[src/inc/slpm_pkg.sv]
// Shared constants and types for the section and line performance counters.
// How it works
// - Count B1 parity errors, at most eight per frame.
// - Each section violation bumps the section code count.
// - Section errored second: violation, frame defect or LOS.
// - Section severe second: violations reach K, or defect.
// - Count seconds with severe frame defect alone.
// - Count B2 parity errors, at most eight times n.
// - Each line violation bumps the line code count.
// - Line errored second: violation or line AIS.
// - Line severe second: violations reach K, or AIS.
// - Unavailable from onset of ten severe seconds.
// - Available again from onset of ten clean seconds.
// - Failure event starts on line failure, ends on clear.
// - Failure event counted only in its starting period.
// - Working card counts switches out and back.
// - Protection card counts switches out and back.
// - Switch count only under revertive line protection.
// - Working line counts seconds carried on protection.
// - Protection line counts seconds it carries service.
// - Duration count only under revertive line protection.
// - Ring, span and working variants never increment.
`default_nettype none

package slpm_pkg;

    // Width of every period counter seen by management.
    localparam int CNT_W = 32;
    // Lines in the received signal; three for this card.
    localparam int STS_N = 3;
    // Per-frame parity result widths.
    localparam int B1_W = 4;
    localparam int ERR_W = 5;
    // Largest per-frame counts that can be recognised.
    localparam logic [B1_W-1:0] B1_MAX = 4'h8;
    localparam logic [ERR_W-1:0] B2_MAX = ERR_W'(8 * STS_N);
    // Width of the externally supplied severity thresholds.
    localparam int K_W = 20;
    // Width of the current-second violation register.
    localparam int SEC_W = 20;
    // Consecutive seconds that change the availability state.
    localparam int RUN_W = 4;
    localparam logic [RUN_W-1:0] UA_RUN = 4'ha;
    // Width of the unavailable-second increment.
    localparam int ADD_W = 5;
    // Number of ring-type variant counters that stay at zero.
    localparam int NVAR = 6;

    // Line availability states.
    typedef enum logic {
        SLPM_AVAIL,
        SLPM_UNAVAIL
    } slpm_ua_state_t;

endpackage

`default_nettype wire

[src/inc/slpm_sec_if.sv]
// Link between the top block and one per-second accumulator.
`default_nettype none

interface slpm_sec_if;
    logic ce;
    logic tick;
    logic [slpm_pkg::ERR_W-1:0] err;
    logic defect;
    logic [slpm_pkg::K_W-1:0] thresh;
    logic done;
    logic es;
    logic ses;

    // Accumulator side.
    modport acc (
        input ce, tick, err, defect, thresh,
        output done, es, ses
    );
    // Top block side.
    modport user (
        output ce, tick, err, defect, thresh,
        input done, es, ses
    );
    // Availability tracker side.
    modport mon (
        input ce, done, ses
    );
endinterface

`default_nettype wire
[src/core/slpm_sec_acc.sv]
// Current-second accumulator that qualifies errored and severe seconds.
`default_nettype none

module slpm_sec_acc (
    input wire logic clk_sys_i,
    input wire logic rst_b_i,
    slpm_sec_if.acc sif
);

    typedef struct packed {
        logic [slpm_pkg::SEC_W-1:0] cv;
        logic dseen;
        logic done;
        logic es;
        logic ses;
    } slpm_acc_st_t;

    slpm_acc_st_t r;
    slpm_acc_st_t next_r;
    logic [slpm_pkg::SEC_W-1:0] sum;
    logic dsum;

    // Close the second on the tick; events in that cycle belong to it.
    always_comb begin
        next_r = r;
        next_r.done = 1'b0;
        sum = r.cv + slpm_pkg::SEC_W'(sif.err);
        dsum = r.dseen | sif.defect;
        if (sif.tick) begin
            next_r.done = 1'b1;
            next_r.es = (sum != '0) | dsum;
            next_r.ses = (sum >= slpm_pkg::SEC_W'(sif.thresh)) | dsum;
            next_r.cv = '0;
            next_r.dseen = 1'b0;
        end else begin
            next_r.cv = sum;
            next_r.dseen = dsum;
        end
    end

    // State register, frozen while the clock enable is low.
    always_ff @(posedge clk_sys_i) begin
        if (!rst_b_i) begin
            r <= '0;
        end else if (sif.ce) begin
            r <= next_r;
        end
    end

    assign sif.done = r.done;
    assign sif.es = r.es;
    assign sif.ses = r.ses;

endmodule

`default_nettype wire

[src/core/slpm_top.sv]
// Near-end section, line and protection performance counters.
`default_nettype none

module slpm_top (
    input wire logic clk_sys_i,
    input wire logic rst_b_i,
    input wire logic ce_i,
    // Frame boundary; parity counts are valid with it.
    input wire logic frame_strobe_i,
    input wire logic [slpm_pkg::B1_W-1:0] b1_err_i,
    input wire logic [slpm_pkg::ERR_W-1:0] b2_err_i,
    // Defect and failure levels from the overhead logic.
    input wire logic sef_defect_i,
    input wire logic los_defect_i,
    input wire logic ais_l_defect_i,
    input wire logic ais_l_failure_i,
    input wire logic lower_failure_i,
    // Timing pulses.
    input wire logic one_sec_tick_i,
    input wire logic period_tick_i,
    // Severity thresholds for the two layers.
    input wire logic [slpm_pkg::K_W-1:0] section_k_i,
    input wire logic [slpm_pkg::K_W-1:0] line_k_i,
    // Protection configuration and state.
    input wire logic revertive_i,
    input wire logic service_on_protect_i,
    // Period counters.
    output logic [slpm_pkg::CNT_W-1:0] section_code_violation_count_o,
    output logic [slpm_pkg::CNT_W-1:0] section_errored_seconds_o,
    output logic [slpm_pkg::CNT_W-1:0] section_severe_errored_seconds_o,
    output logic [slpm_pkg::CNT_W-1:0] severe_frame_error_seconds_o,
    output logic [slpm_pkg::CNT_W-1:0] line_code_violation_count_o,
    output logic [slpm_pkg::CNT_W-1:0] line_errored_seconds_o,
    output logic [slpm_pkg::CNT_W-1:0] line_severe_errored_seconds_o,
    output logic [slpm_pkg::CNT_W-1:0] line_unavailable_seconds_o,
    output logic [slpm_pkg::CNT_W-1:0] line_failure_event_count_o,
    output logic [slpm_pkg::CNT_W-1:0] protection_switch_count_o,
    output logic [slpm_pkg::CNT_W-1:0] protection_switch_duration_o,
    output logic [slpm_pkg::CNT_W-1:0] switch_count_working_variant_o,
    output logic [slpm_pkg::CNT_W-1:0] switch_count_span_variant_o,
    output logic [slpm_pkg::CNT_W-1:0] switch_count_ring_variant_o,
    output logic [slpm_pkg::CNT_W-1:0] switch_duration_working_variant_o,
    output logic [slpm_pkg::CNT_W-1:0] switch_duration_span_variant_o,
    output logic [slpm_pkg::CNT_W-1:0] switch_duration_ring_variant_o,
    // Line availability state.
    output logic line_unavailable_o
);

    ////////////////////////////////////////////////////////////////////////////

    // State of the top level; the accumulators and the availability tracker keep their own.
    typedef struct packed {
        logic [slpm_pkg::CNT_W-1:0] cvs;
        logic [slpm_pkg::CNT_W-1:0] ess;
        logic [slpm_pkg::CNT_W-1:0] sess;
        logic [slpm_pkg::CNT_W-1:0] sefs;
        logic [slpm_pkg::CNT_W-1:0] cvl;
        logic [slpm_pkg::CNT_W-1:0] esl;
        logic [slpm_pkg::CNT_W-1:0] sesl;
        logic [slpm_pkg::CNT_W-1:0] uasl;
        logic [slpm_pkg::CNT_W-1:0] fcl;
        logic [slpm_pkg::CNT_W-1:0] protection_switch_count;
        logic [slpm_pkg::CNT_W-1:0] protection_switch_duration;
        logic [slpm_pkg::NVAR-1:0][slpm_pkg::CNT_W-1:0] vars;
        logic sef_seen;
        logic prot_seen;
        logic prot_q;
        logic fail_q;
    } slpm_top_st_t;

    slpm_top_st_t r;
    slpm_top_st_t next_r;

    logic [slpm_pkg::B1_W-1:0] b1_clip;
    logic [slpm_pkg::ERR_W-1:0] b2_clip;
    logic [slpm_pkg::B1_W-1:0] b1_add;
    logic [slpm_pkg::ERR_W-1:0] b2_add;
    logic fail_now;
    logic sef_sec;
    logic prot_sec;
    logic [slpm_pkg::ADD_W-1:0] ua_add;

    slpm_sec_if sec_s ();
    slpm_sec_if sec_l ();

    // Clears a counter at a period boundary, then adds this cycle's count.
    function automatic logic [slpm_pkg::CNT_W-1:0] bump(
        input logic [slpm_pkg::CNT_W-1:0] c,
        input logic clr,
        input logic [slpm_pkg::CNT_W-1:0] add
    );
        logic [slpm_pkg::CNT_W-1:0] b;
        b = clr ? '0 : c;
        return b + add;
    endfunction

    ////////////////////////////////////////////////////////////////////////////

    // Per-frame parity counts, clipped to what a frame can carry.
    always_comb begin
        b1_clip = (b1_err_i > slpm_pkg::B1_MAX) ? slpm_pkg::B1_MAX : b1_err_i;
        b2_clip = (b2_err_i > slpm_pkg::B2_MAX) ? slpm_pkg::B2_MAX : b2_err_i;
        b1_add = frame_strobe_i ? b1_clip : '0;
        b2_add = frame_strobe_i ? b2_clip : '0;
    end

    // Section accumulator drive.
    assign sec_s.ce = ce_i;
    assign sec_s.tick = one_sec_tick_i;
    assign sec_s.err = slpm_pkg::ERR_W'(b1_add);
    assign sec_s.defect = sef_defect_i | los_defect_i;
    assign sec_s.thresh = section_k_i;

    // Line accumulator drive.
    assign sec_l.ce = ce_i;
    assign sec_l.tick = one_sec_tick_i;
    assign sec_l.err = b2_add;
    assign sec_l.defect = ais_l_defect_i;
    assign sec_l.thresh = line_k_i;

    // Section layer current second.
    slpm_sec_acc u_acc_s (
        .clk_sys_i(clk_sys_i),
        .rst_b_i(rst_b_i),
        .sif(sec_s.acc)
    );

    // Line layer current second.
    slpm_sec_acc u_acc_l (
        .clk_sys_i(clk_sys_i),
        .rst_b_i(rst_b_i),
        .sif(sec_l.acc)
    );

    // Line availability from closed line seconds.
    slpm_unavail u_ua (
        .clk_sys_i(clk_sys_i),
        .rst_b_i(rst_b_i),
        .sif(sec_l.mon),
        .add_o(ua_add),
        .unavail_o(line_unavailable_o)
    );

    ////////////////////////////////////////////////////////////////////////////

    // Line failure level for this cycle, and qualifiers that span the current second.
    always_comb begin
        fail_now = ais_l_failure_i | lower_failure_i;
        sef_sec = r.sef_seen | sef_defect_i;
        prot_sec = r.prot_seen | service_on_protect_i;
    end

    // Next value of every counter.
    always_comb begin
        next_r = r;

        next_r.cvs = bump(r.cvs, period_tick_i, slpm_pkg::CNT_W'(b1_add));
        next_r.ess = bump(r.ess, period_tick_i,
            slpm_pkg::CNT_W'(sec_s.done & sec_s.es));
        next_r.sess = bump(r.sess, period_tick_i,
            slpm_pkg::CNT_W'(sec_s.done & sec_s.ses));

        next_r.sefs = bump(r.sefs, period_tick_i,
            slpm_pkg::CNT_W'(one_sec_tick_i & sef_sec));

        next_r.cvl = bump(r.cvl, period_tick_i, slpm_pkg::CNT_W'(b2_add));
        next_r.esl = bump(r.esl, period_tick_i,
            slpm_pkg::CNT_W'(sec_l.done & sec_l.es));
        next_r.sesl = bump(r.sesl, period_tick_i,
            slpm_pkg::CNT_W'(sec_l.done & sec_l.ses));
        next_r.uasl = bump(r.uasl, period_tick_i, slpm_pkg::CNT_W'(ua_add));

        next_r.fail_q = fail_now;
        next_r.fcl = bump(r.fcl, period_tick_i,
            slpm_pkg::CNT_W'(fail_now & ~r.fail_q));

        next_r.prot_q = service_on_protect_i;
        next_r.protection_switch_count = bump(r.protection_switch_count, period_tick_i,
            slpm_pkg::CNT_W'(revertive_i & (service_on_protect_i ^ r.prot_q)));

        next_r.protection_switch_duration = bump(r.protection_switch_duration, period_tick_i,
            slpm_pkg::CNT_W'(revertive_i & one_sec_tick_i & prot_sec));

        if (one_sec_tick_i) begin
            next_r.sef_seen = 1'b0;
            next_r.prot_seen = 1'b0;
        end else begin
            next_r.sef_seen = sef_sec;
            next_r.prot_seen = prot_sec;
        end

        next_r.vars = '0;
    end

    // State register, frozen while the clock enable is low.
    always_ff @(posedge clk_sys_i) begin
        if (!rst_b_i) begin
            r <= '0;
        end else if (ce_i) begin
            r <= next_r;
        end
    end

    ////////////////////////////////////////////////////////////////////////////

    // Counter outputs straight from the state register.
    assign section_code_violation_count_o = r.cvs;
    assign section_errored_seconds_o = r.ess;
    assign section_severe_errored_seconds_o = r.sess;
    assign severe_frame_error_seconds_o = r.sefs;
    assign line_code_violation_count_o = r.cvl;
    assign line_errored_seconds_o = r.esl;
    assign line_severe_errored_seconds_o = r.sesl;
    assign line_unavailable_seconds_o = r.uasl;
    assign line_failure_event_count_o = r.fcl;
    assign protection_switch_count_o = r.protection_switch_count;
    assign protection_switch_duration_o = r.protection_switch_duration;

    // Ring-type variants, never incremented on this card.
    assign switch_count_working_variant_o = r.vars[0];
    assign switch_count_span_variant_o = r.vars[1];
    assign switch_count_ring_variant_o = r.vars[2];
    assign switch_duration_working_variant_o = r.vars[3];
    assign switch_duration_span_variant_o = r.vars[4];
    assign switch_duration_ring_variant_o = r.vars[5];

endmodule

`default_nettype wire

[src/core/slpm_unavail.sv]
// Line availability tracker working on closed seconds.
`default_nettype none

module slpm_unavail (
    input wire logic clk_sys_i,
    input wire logic rst_b_i,
    slpm_sec_if.mon sif,
    output logic [slpm_pkg::ADD_W-1:0] add_o,
    output logic unavail_o
);

    typedef struct packed {
        slpm_pkg::slpm_ua_state_t st;
        logic [slpm_pkg::RUN_W-1:0] run;
        logic [slpm_pkg::ADD_W-1:0] add;
    } slpm_ua_st_t;

    slpm_ua_st_t r;
    slpm_ua_st_t next_r;
    logic [slpm_pkg::RUN_W-1:0] run1;

    // Seconds inside an open run are held back until the run decides them.
    always_comb begin
        next_r = r;
        next_r.add = '0;
        run1 = r.run + 4'h1;
        if (sif.done) begin
            case (r.st)
                slpm_pkg::SLPM_AVAIL: begin
                    if (!sif.ses) begin
                        next_r.run = '0;
                    end else if (run1 == slpm_pkg::UA_RUN) begin
                        next_r.st = slpm_pkg::SLPM_UNAVAIL;
                        next_r.run = '0;
                        next_r.add = slpm_pkg::ADD_W'(slpm_pkg::UA_RUN);
                    end else begin
                        next_r.run = run1;
                    end
                end
                slpm_pkg::SLPM_UNAVAIL: begin
                    if (sif.ses) begin
                        next_r.add = slpm_pkg::ADD_W'(run1);
                        next_r.run = '0;
                    end else if (run1 == slpm_pkg::UA_RUN) begin
                        next_r.st = slpm_pkg::SLPM_AVAIL;
                        next_r.run = '0;
                    end else begin
                        next_r.run = run1;
                    end
                end
                default: begin
                    next_r.st = slpm_pkg::SLPM_AVAIL;
                    next_r.run = '0;
                end
            endcase
        end
    end

    // State register, frozen while the clock enable is low.
    always_ff @(posedge clk_sys_i) begin
        if (!rst_b_i) begin
            r <= '0;
        end else if (sif.ce) begin
            r <= next_r;
        end
    end

    assign add_o = r.add;
    assign unavail_o = (r.st == slpm_pkg::SLPM_UNAVAIL);

endmodule

`default_nettype wire

[config.mk]
export PLATFORM = sky130hd
export DESIGN_NAME = slpm_top
export DESIGN_NICKNAME = d
export VERILOG_FILES = /design/src/inc/slpm_pkg.sv /design/src/inc/slpm_sec_if.sv /design/src/core/slpm_sec_acc.sv /design/src/core/slpm_top.sv /design/src/core/slpm_unavail.sv
export SDC_FILE = /design/constraint.sdc
export NUM_CORES = 1
export LEC_CHECK = 0
export ABC_CLOCK_PERIOD_IN_PS = 7200
export BUFFER_PORTS_ARGS = -buffer_cell sky130_fd_sc_hd__buf_2
export CAP_MARGIN = 20
export CORE_MARGIN = 8
export CORE_UTILIZATION = 32
export CTS_BUF_LIST = sky130_fd_sc_hd__clkbuf_8
export DETAILED_ROUTE_END_ITERATION = 8
export PLACE_DENSITY = 0.51
export SETUP_SLACK_MARGIN = 0.5
export SLEW_MARGIN = 20
export SYNTH_ARGS = -nofsm -noshare
export SYNTH_HDL_FRONTEND = slang
export SYNTH_HIERARCHICAL = 1
export SYNTH_SLANG_ARGS = --single-unit
export TNS_END_PERCENT = 20
[constraint.sdc]
create_clock -name clk_sys_i -period 7.2 [get_ports clk_sys_i]
set_clock_uncertainty 0.15 [all_clocks]
set_input_delay 0 -clock clk_sys_i [delete_from_list [all_inputs] [get_ports clk_sys_i]]
set_output_delay 0 -clock clk_sys_i [all_outputs]
set_load 0.1 [all_outputs]
* Word-level counts from Yosys, hierarchy flattened *
Index checks and enable logic that the tools add are counted.
W data, S select, Z words.

word-level totals
  flip-flop bits (word level) = 414
  output and inout bits = 545
  logic and storage cells = 105

operators by class
  add/subtract/negate cells = 14
  $lt $le $gt $ge = 4
  eq/ne operators = 1
  mux-type cells = 32
  bitwise gates (word level) = 22
  reduce and logical (&&, ||, !) cells = 4

operators with widths
  cell                   count
  $mux W32               11
  $add A32 B1 Y32        7
  $add A32 B5 Y32        2
  $mux W21               2
  $ge A20 B20 Y1         2
  $reduce_bool A20 Y1    2
  $add A32 B32 Y32       1
  $add A32 B4 Y32        1
  $and A1 B32 Y32        1
  $mux W4                8
  $not A1 Y32            1
  $add A20 B4 Y20        1
  $add A20 B5 Y20        1
  $pmux W10 S2           1
  $mux W5                3
  $or A1 B1 Y1           10
  $and A1 B1 Y1          8
  $mux W3                2
  $gt A5 B5 Y1 const B   1
  $add A4 B1 Y4 const B  1
  $eq A4 B4 Y1 const B   1
  $gt A4 B4 Y1 const B   1
  $mux W1                4
  $reduce_and A2 Y1      2
  other kinds (3)        3

* Logic depth before layout (Yosys ltp) *
  depth in word-level cells = 7
  mapped depth = 17

* By module *
The synthesis kept the hierarchy.

modules (own cells, without submodules)
  module        times used  cells an instance  area an instance (µm²)
  slpm_top      1           2968               23501.3
  slpm_sec_acc  2           267                2122.0
  slpm_unavail  1           70                 593.1

* Worst setup path before layout *
No wires, ideal clock.

  path type = input-to-reg
  start point = input period_tick_i
  end point = register r (netlist bit section_code_violation_count_o[26])
  setup time = 119 ps
  arrival = 2986 ps
  slack = 3945 ps
  stages = 15
  buffers on the path = 6
  path through = buf_6 > buf_2 > buf_2 > buf_2 > buf_2 > clkbuf_1 > nor2b_1 > ha_1 > inv_1 > fa_1 > nand2b_1 > a2111oi_4 > nand2_1 > or4_1 > mux2i_1

between the ends
  cells in the longest elaborated chain, start to end = 2

RTL lines
  element               line             RTL
  start, declared       slpm_top.sv:20   input wire logic period_tick_i,
  $mux W32              slpm_top.sv:93   b = clr ? '0 : c;
  $add A32 B4 Y32       slpm_top.sv:94   return b + add;
  end signal, assigned  slpm_top.sv:200  r <= next_r;
  end, declared         slpm_top.sv:71   slpm_top_st_t r;

No other way between the ends.
A chain may end at the register's enable or synchronous reset.

* Worst setup path after layout *
  start point = input frame_strobe_i
  end point = register u_acc_l.r (netlist bit u_acc_l/sif.ses)

between the ends
  cells in the longest elaborated chain, start to end = 4

RTL lines
  element               line                RTL
  start, declared       slpm_top.sv:9       input wire logic frame_strobe_i,
  $mux W5               slpm_top.sv:104     b2_add = frame_strobe_i ? b2_clip : '0;
  via b2_add (one bit)  slpm_top.sv:77      logic [slpm_pkg::ERR_W-1:0] b2_add;
  $add A20 B5 Y20       slpm_sec_acc.sv:27  sum = r.cv + slpm_pkg::SEC_W'(sif.err);
  $ge A20 B20 Y1        slpm_sec_acc.sv:32  next_r.ses = (sum >= slpm_pkg::SEC_W'(sif.thresh)) | dsum;
  $or A1 B1 Y1          slpm_sec_acc.sv:32
  end signal, assigned  slpm_sec_acc.sv:46  r <= next_r;
  end, declared         slpm_sec_acc.sv:18  slpm_acc_st_t r;

The timed path passes the listed nets, and every way through them passes these cells.

==> results by group <==
Route
  • Remaining antenna violation count: 0
  • DRC viols: 0
  • Wire length on met3: 6660 um
  • Met1 WL: roughly 42,000 um
  • Routed wire length: ~90,000 um
  • Vias/cell: ~4.9
  • Metal2 WL: 41,000 um
  • First-pass DRT Iterations: 6
  • Routed wire length per instance: approximately 19 um
  • Top Layer Used: met4
  • DR vias: around 24,000
  • Initial DRC Count: 1,599

Logic synthesis
  • Number of synthesized register bits: ~410
  • Ys async rst share: 0
  • Yosys Warn Count: 6
  • Post-synthesis area per instance: 7.93 um^2
  • Register area share after synthesis: 0.292
  • Compound-gate portion of the synthesized area: 0.117
  • Syn Inst Count: between 3,000 and 4,000
  • Synth Area in XOR/XNOR: 0.0583
  • Post-Synth Adder-Cell Area: 0.0397
  • Simple-gate portion of the synthesized area: 0.277
  • EDFF count, synth: 0
  • Syn Std Cell Area: 0.0283 mm^2
  • Distinct cells, synth: 105
  • Mux cell area share after synthesis: 0.0313
  • Largest family of logic cells by synthesized area: simple AND/OR/NAND/NOR gates
  • Prevailing post-synth register cell: dfxtp_1

STA
  • Final setup violation count: 0
  • Final worst slack: ~2.3 ns
  • Fin. Hold Viols: 0
  • Fin Setup TNS: 0 ns
  • Worst-case headroom to the max-slew limit: 0.275
  • Worst slew pin tran: approximately 1.1 ns
  • Min cycle time layout: 4.88 ns
  • Slew Viols, Final: 0
  • FMAX: slightly above 200 MHz
  • Final worst path period share: 0.677
  • Unrepaired setup endpoints after global routing: false

Clock tree
  • CTS max path bufs: 3
  • Reg clk slew, reported paths: ~0.06 ns
  • Clk root buf: clkbuf_8
  • H-tree depth: 3
  • Clock Sinks: approximately 410
  • CTS tree: built
  • Clk_lat worst skew: 0.70 ns
  • Postcts setup bufs: 0
  • Number of CTS-inserted buffers: 83

Pwr
  • Post-route total power: 5640 uW
  • Leakage: between 0.01 and 0.015 uW
  • Power Dens Cells: about 190 mW/mm^2
  • Peak VDD IR: approximately 110 uV

Hold path
  • Hold crit path type: primary input to flip-flop

Cells and area
  • Post-layout util: 0.343
  • Filler cells: ~9,400
  • Fraction of layout cells with a size suffix above 1: 0.182
  • Fin cells: just under 5,000
  • Fin nets: approximately 3,800
  • P&R area growth vs syn: 6.59%

Critical path
  • Crit path largest cell delay: ~0.60 ns
  • Crit path required time: approximately 7.6 ns
  • Setup Crit Path Kind: primary input to flip-flop
  • Crit start category: primary input
  • CP arrival: around 5.3 ns
  • CP max-delay cell: dlygate4sd3_1
  • Worst setup EP type: flip-flop
  • CP cell instances: dlygate4sd3_1 -> buf_2 -> a21boi_0 -> and2_1 -> ha_1 -> a21o_1 -> a2111oi_4 -> and2b_4 -> nand4_1 -> xnor2_1 -> ha_1 -> a21o_1 -> a21o_1 -> a211oi_1 -> dlygate4sd3_1 -> nand2_1 -> a21oi_1 -> a211oi_1 -> dlygate4sd3_1
  • Worst-path fanout max: 7

Global routing
  • Largest net degree at the start of global routing: between 150 and 200
  • Vias in the first global route: between 20,000 and 25,000
  • Initial antenna violation count: 1
  • First-pass GRT wire length: between 100,000 and 150,000 um
  • GRT overflow: 0
  • GRT Total Usage: 0.177

Placement
  • Routability congestion estimate: approximately 0.84
  • Hpwl dp: about 66,000 um
  • PortBufs: roughly 410
  • Dpl cells: ~4,600
  • Post-Place Setup Slack: between 3 and 4 ns

Die
  • Starting Density: 0.322
  • Core ar.: roughly 0.09 mm^2
  • # IOs: 607
  • Row cnt: between 100 and 150
  • Die Y: ~310 um
  • Die Width: roughly 310 um
  • Die area: 0.0983 mm^2

Job
  • Maxcap violations: 0

Status
  • Status: completed
-- metal layers --
| layer | global-route usage | vias up |
|---|---|---|
| met3 | 0.0490 | 108 |
| met1 | 0.235 | 11300 |
| met2 | 0.282 | 665 |
| met4 | 0.0473 | 0 |
| li1 | - | 11800 |
| met5 | 0 | - |
-- placed cells by master, fill, tap and decap left out, types with 21 or more instances in the layout --
cell and n:
nand4_1 134, conb_1 194, nand2_1 481, dlygate4sd3_1 48
inv_1 125, mux2i_1 79, dfxtp_1 413, a22oi_1 21
ha_1 82, nand3_1 144, nor4_1 37, a21oi_1 137
and3_1 42, nor2_1 288, buf_4 26, o211ai_1 28
nor3_1 65, xnor2_1 111, a21o_1 38, buf_2 411
nor2b_1 68, xor2_1 74, clkbuf_8 100, o21ai_0 72
and2_1 47
-- per-stage QoR --
step | hold WS, ns | area (um^2)
floorplan | -0.00829 | 29100
global placement | 0.132 | 28000
detailed placement | 0.145 | 28000
CTS | 0.128 | 30200
global route | 0.202 | 30200
finish | 0.231 | 30200
-- area by class of cell --
type,count,area [um^2],area share
Inverter,96,368,0.0122
Multi-Input combinational cell,2535,15600,0.517
Sequential cell,413,8270,0.274
Clock buffer,99,1360,0.0451
Timing Repair Buffer,489,2800,0.0926
Clock inverter,53,332,0.0110
Tap cell,1165,1460,0.0483
Antenna cell,2,5.00,0.000166
-- cell usage after synthesis (38+ instances only) --
library cell | n | share of area
inv_1 | 93 | 0.012
buf_4 | 549 | 0.15
nand4_1 | 134 | 0.030
a21o_1 | 38 | 0.010
mux2i_1 | 79 | 0.028
clkbuf_1 | 80 | 0.011
nand2_1 | 482 | 0.064
xor2_1 | 74 | 0.023
dfxtp_1 | 413 | 0.29
ha_1 | 82 | 0.036
nand3_1 | 144 | 0.025
and2_1 | 47 | 0.010
xnor2_1 | 111 | 0.034
nor3_1 | 65 | 0.011
nor2b_1 | 69 | 0.015
a21oi_1 | 137 | 0.024
o21ai_0 | 72 | 0.013
and3_1 | 42 | 0.0093
nor2_1 | 288 | 0.038
buf_2 | 54 | 0.0095
-- worst paths after layout --
kind | start | end | slack, ns | depth (start not counted)
worst min-delay path | ce_i | section_code_violation_count_o[1] | 0.23 | 4
worst min register to register | section_errored_seconds_o[31] | section_errored_seconds_o[31] | 0.34 | 2
worst max register to register | u_acc_l/r[7] | u_acc_l/sif.ses | 2.66 | 15
worst max-delay path | frame_strobe_i | u_acc_l/sif.ses | 2.32 | 19
-- power by group --
group	internal [uW]	total [uW]	leakage (uW)	switching [uW]
registers	2300	2310	0.00333	10.0
logic	108	817	0.00885	709
clock network	1360	2510	0.000997	1150
total	3770	5640	0.0132	1870
-- repair_timing --
action	4_1_cts	5_1_grt
gates resized for setup	0	0
hold buffers	48	0
hold endpoints to repair	169	0
-- kinds of logic (layout without fill, tap and decap cells) --
group,after synthesis,count (layout)
xor+xnor,187,187
other cells,2,196
compound gates,485,485
mux,87,87
flops,413,413
buf+inv,816,737
simple gates,1495,1495
fa+ha+maj,87,87
-- worst max-delay path, delay by kind of cell --
family                     cells  cell delay [ns]
AOI/OAI and AO/OA              8             1.93
buffers and inverters          4             1.81
and+or+nand+nor                4             0.81
adders and majority gates      2             0.56
xor gates and xnor gates       1             0.16
Note: power is estimated with default switching activity, not from simulation.
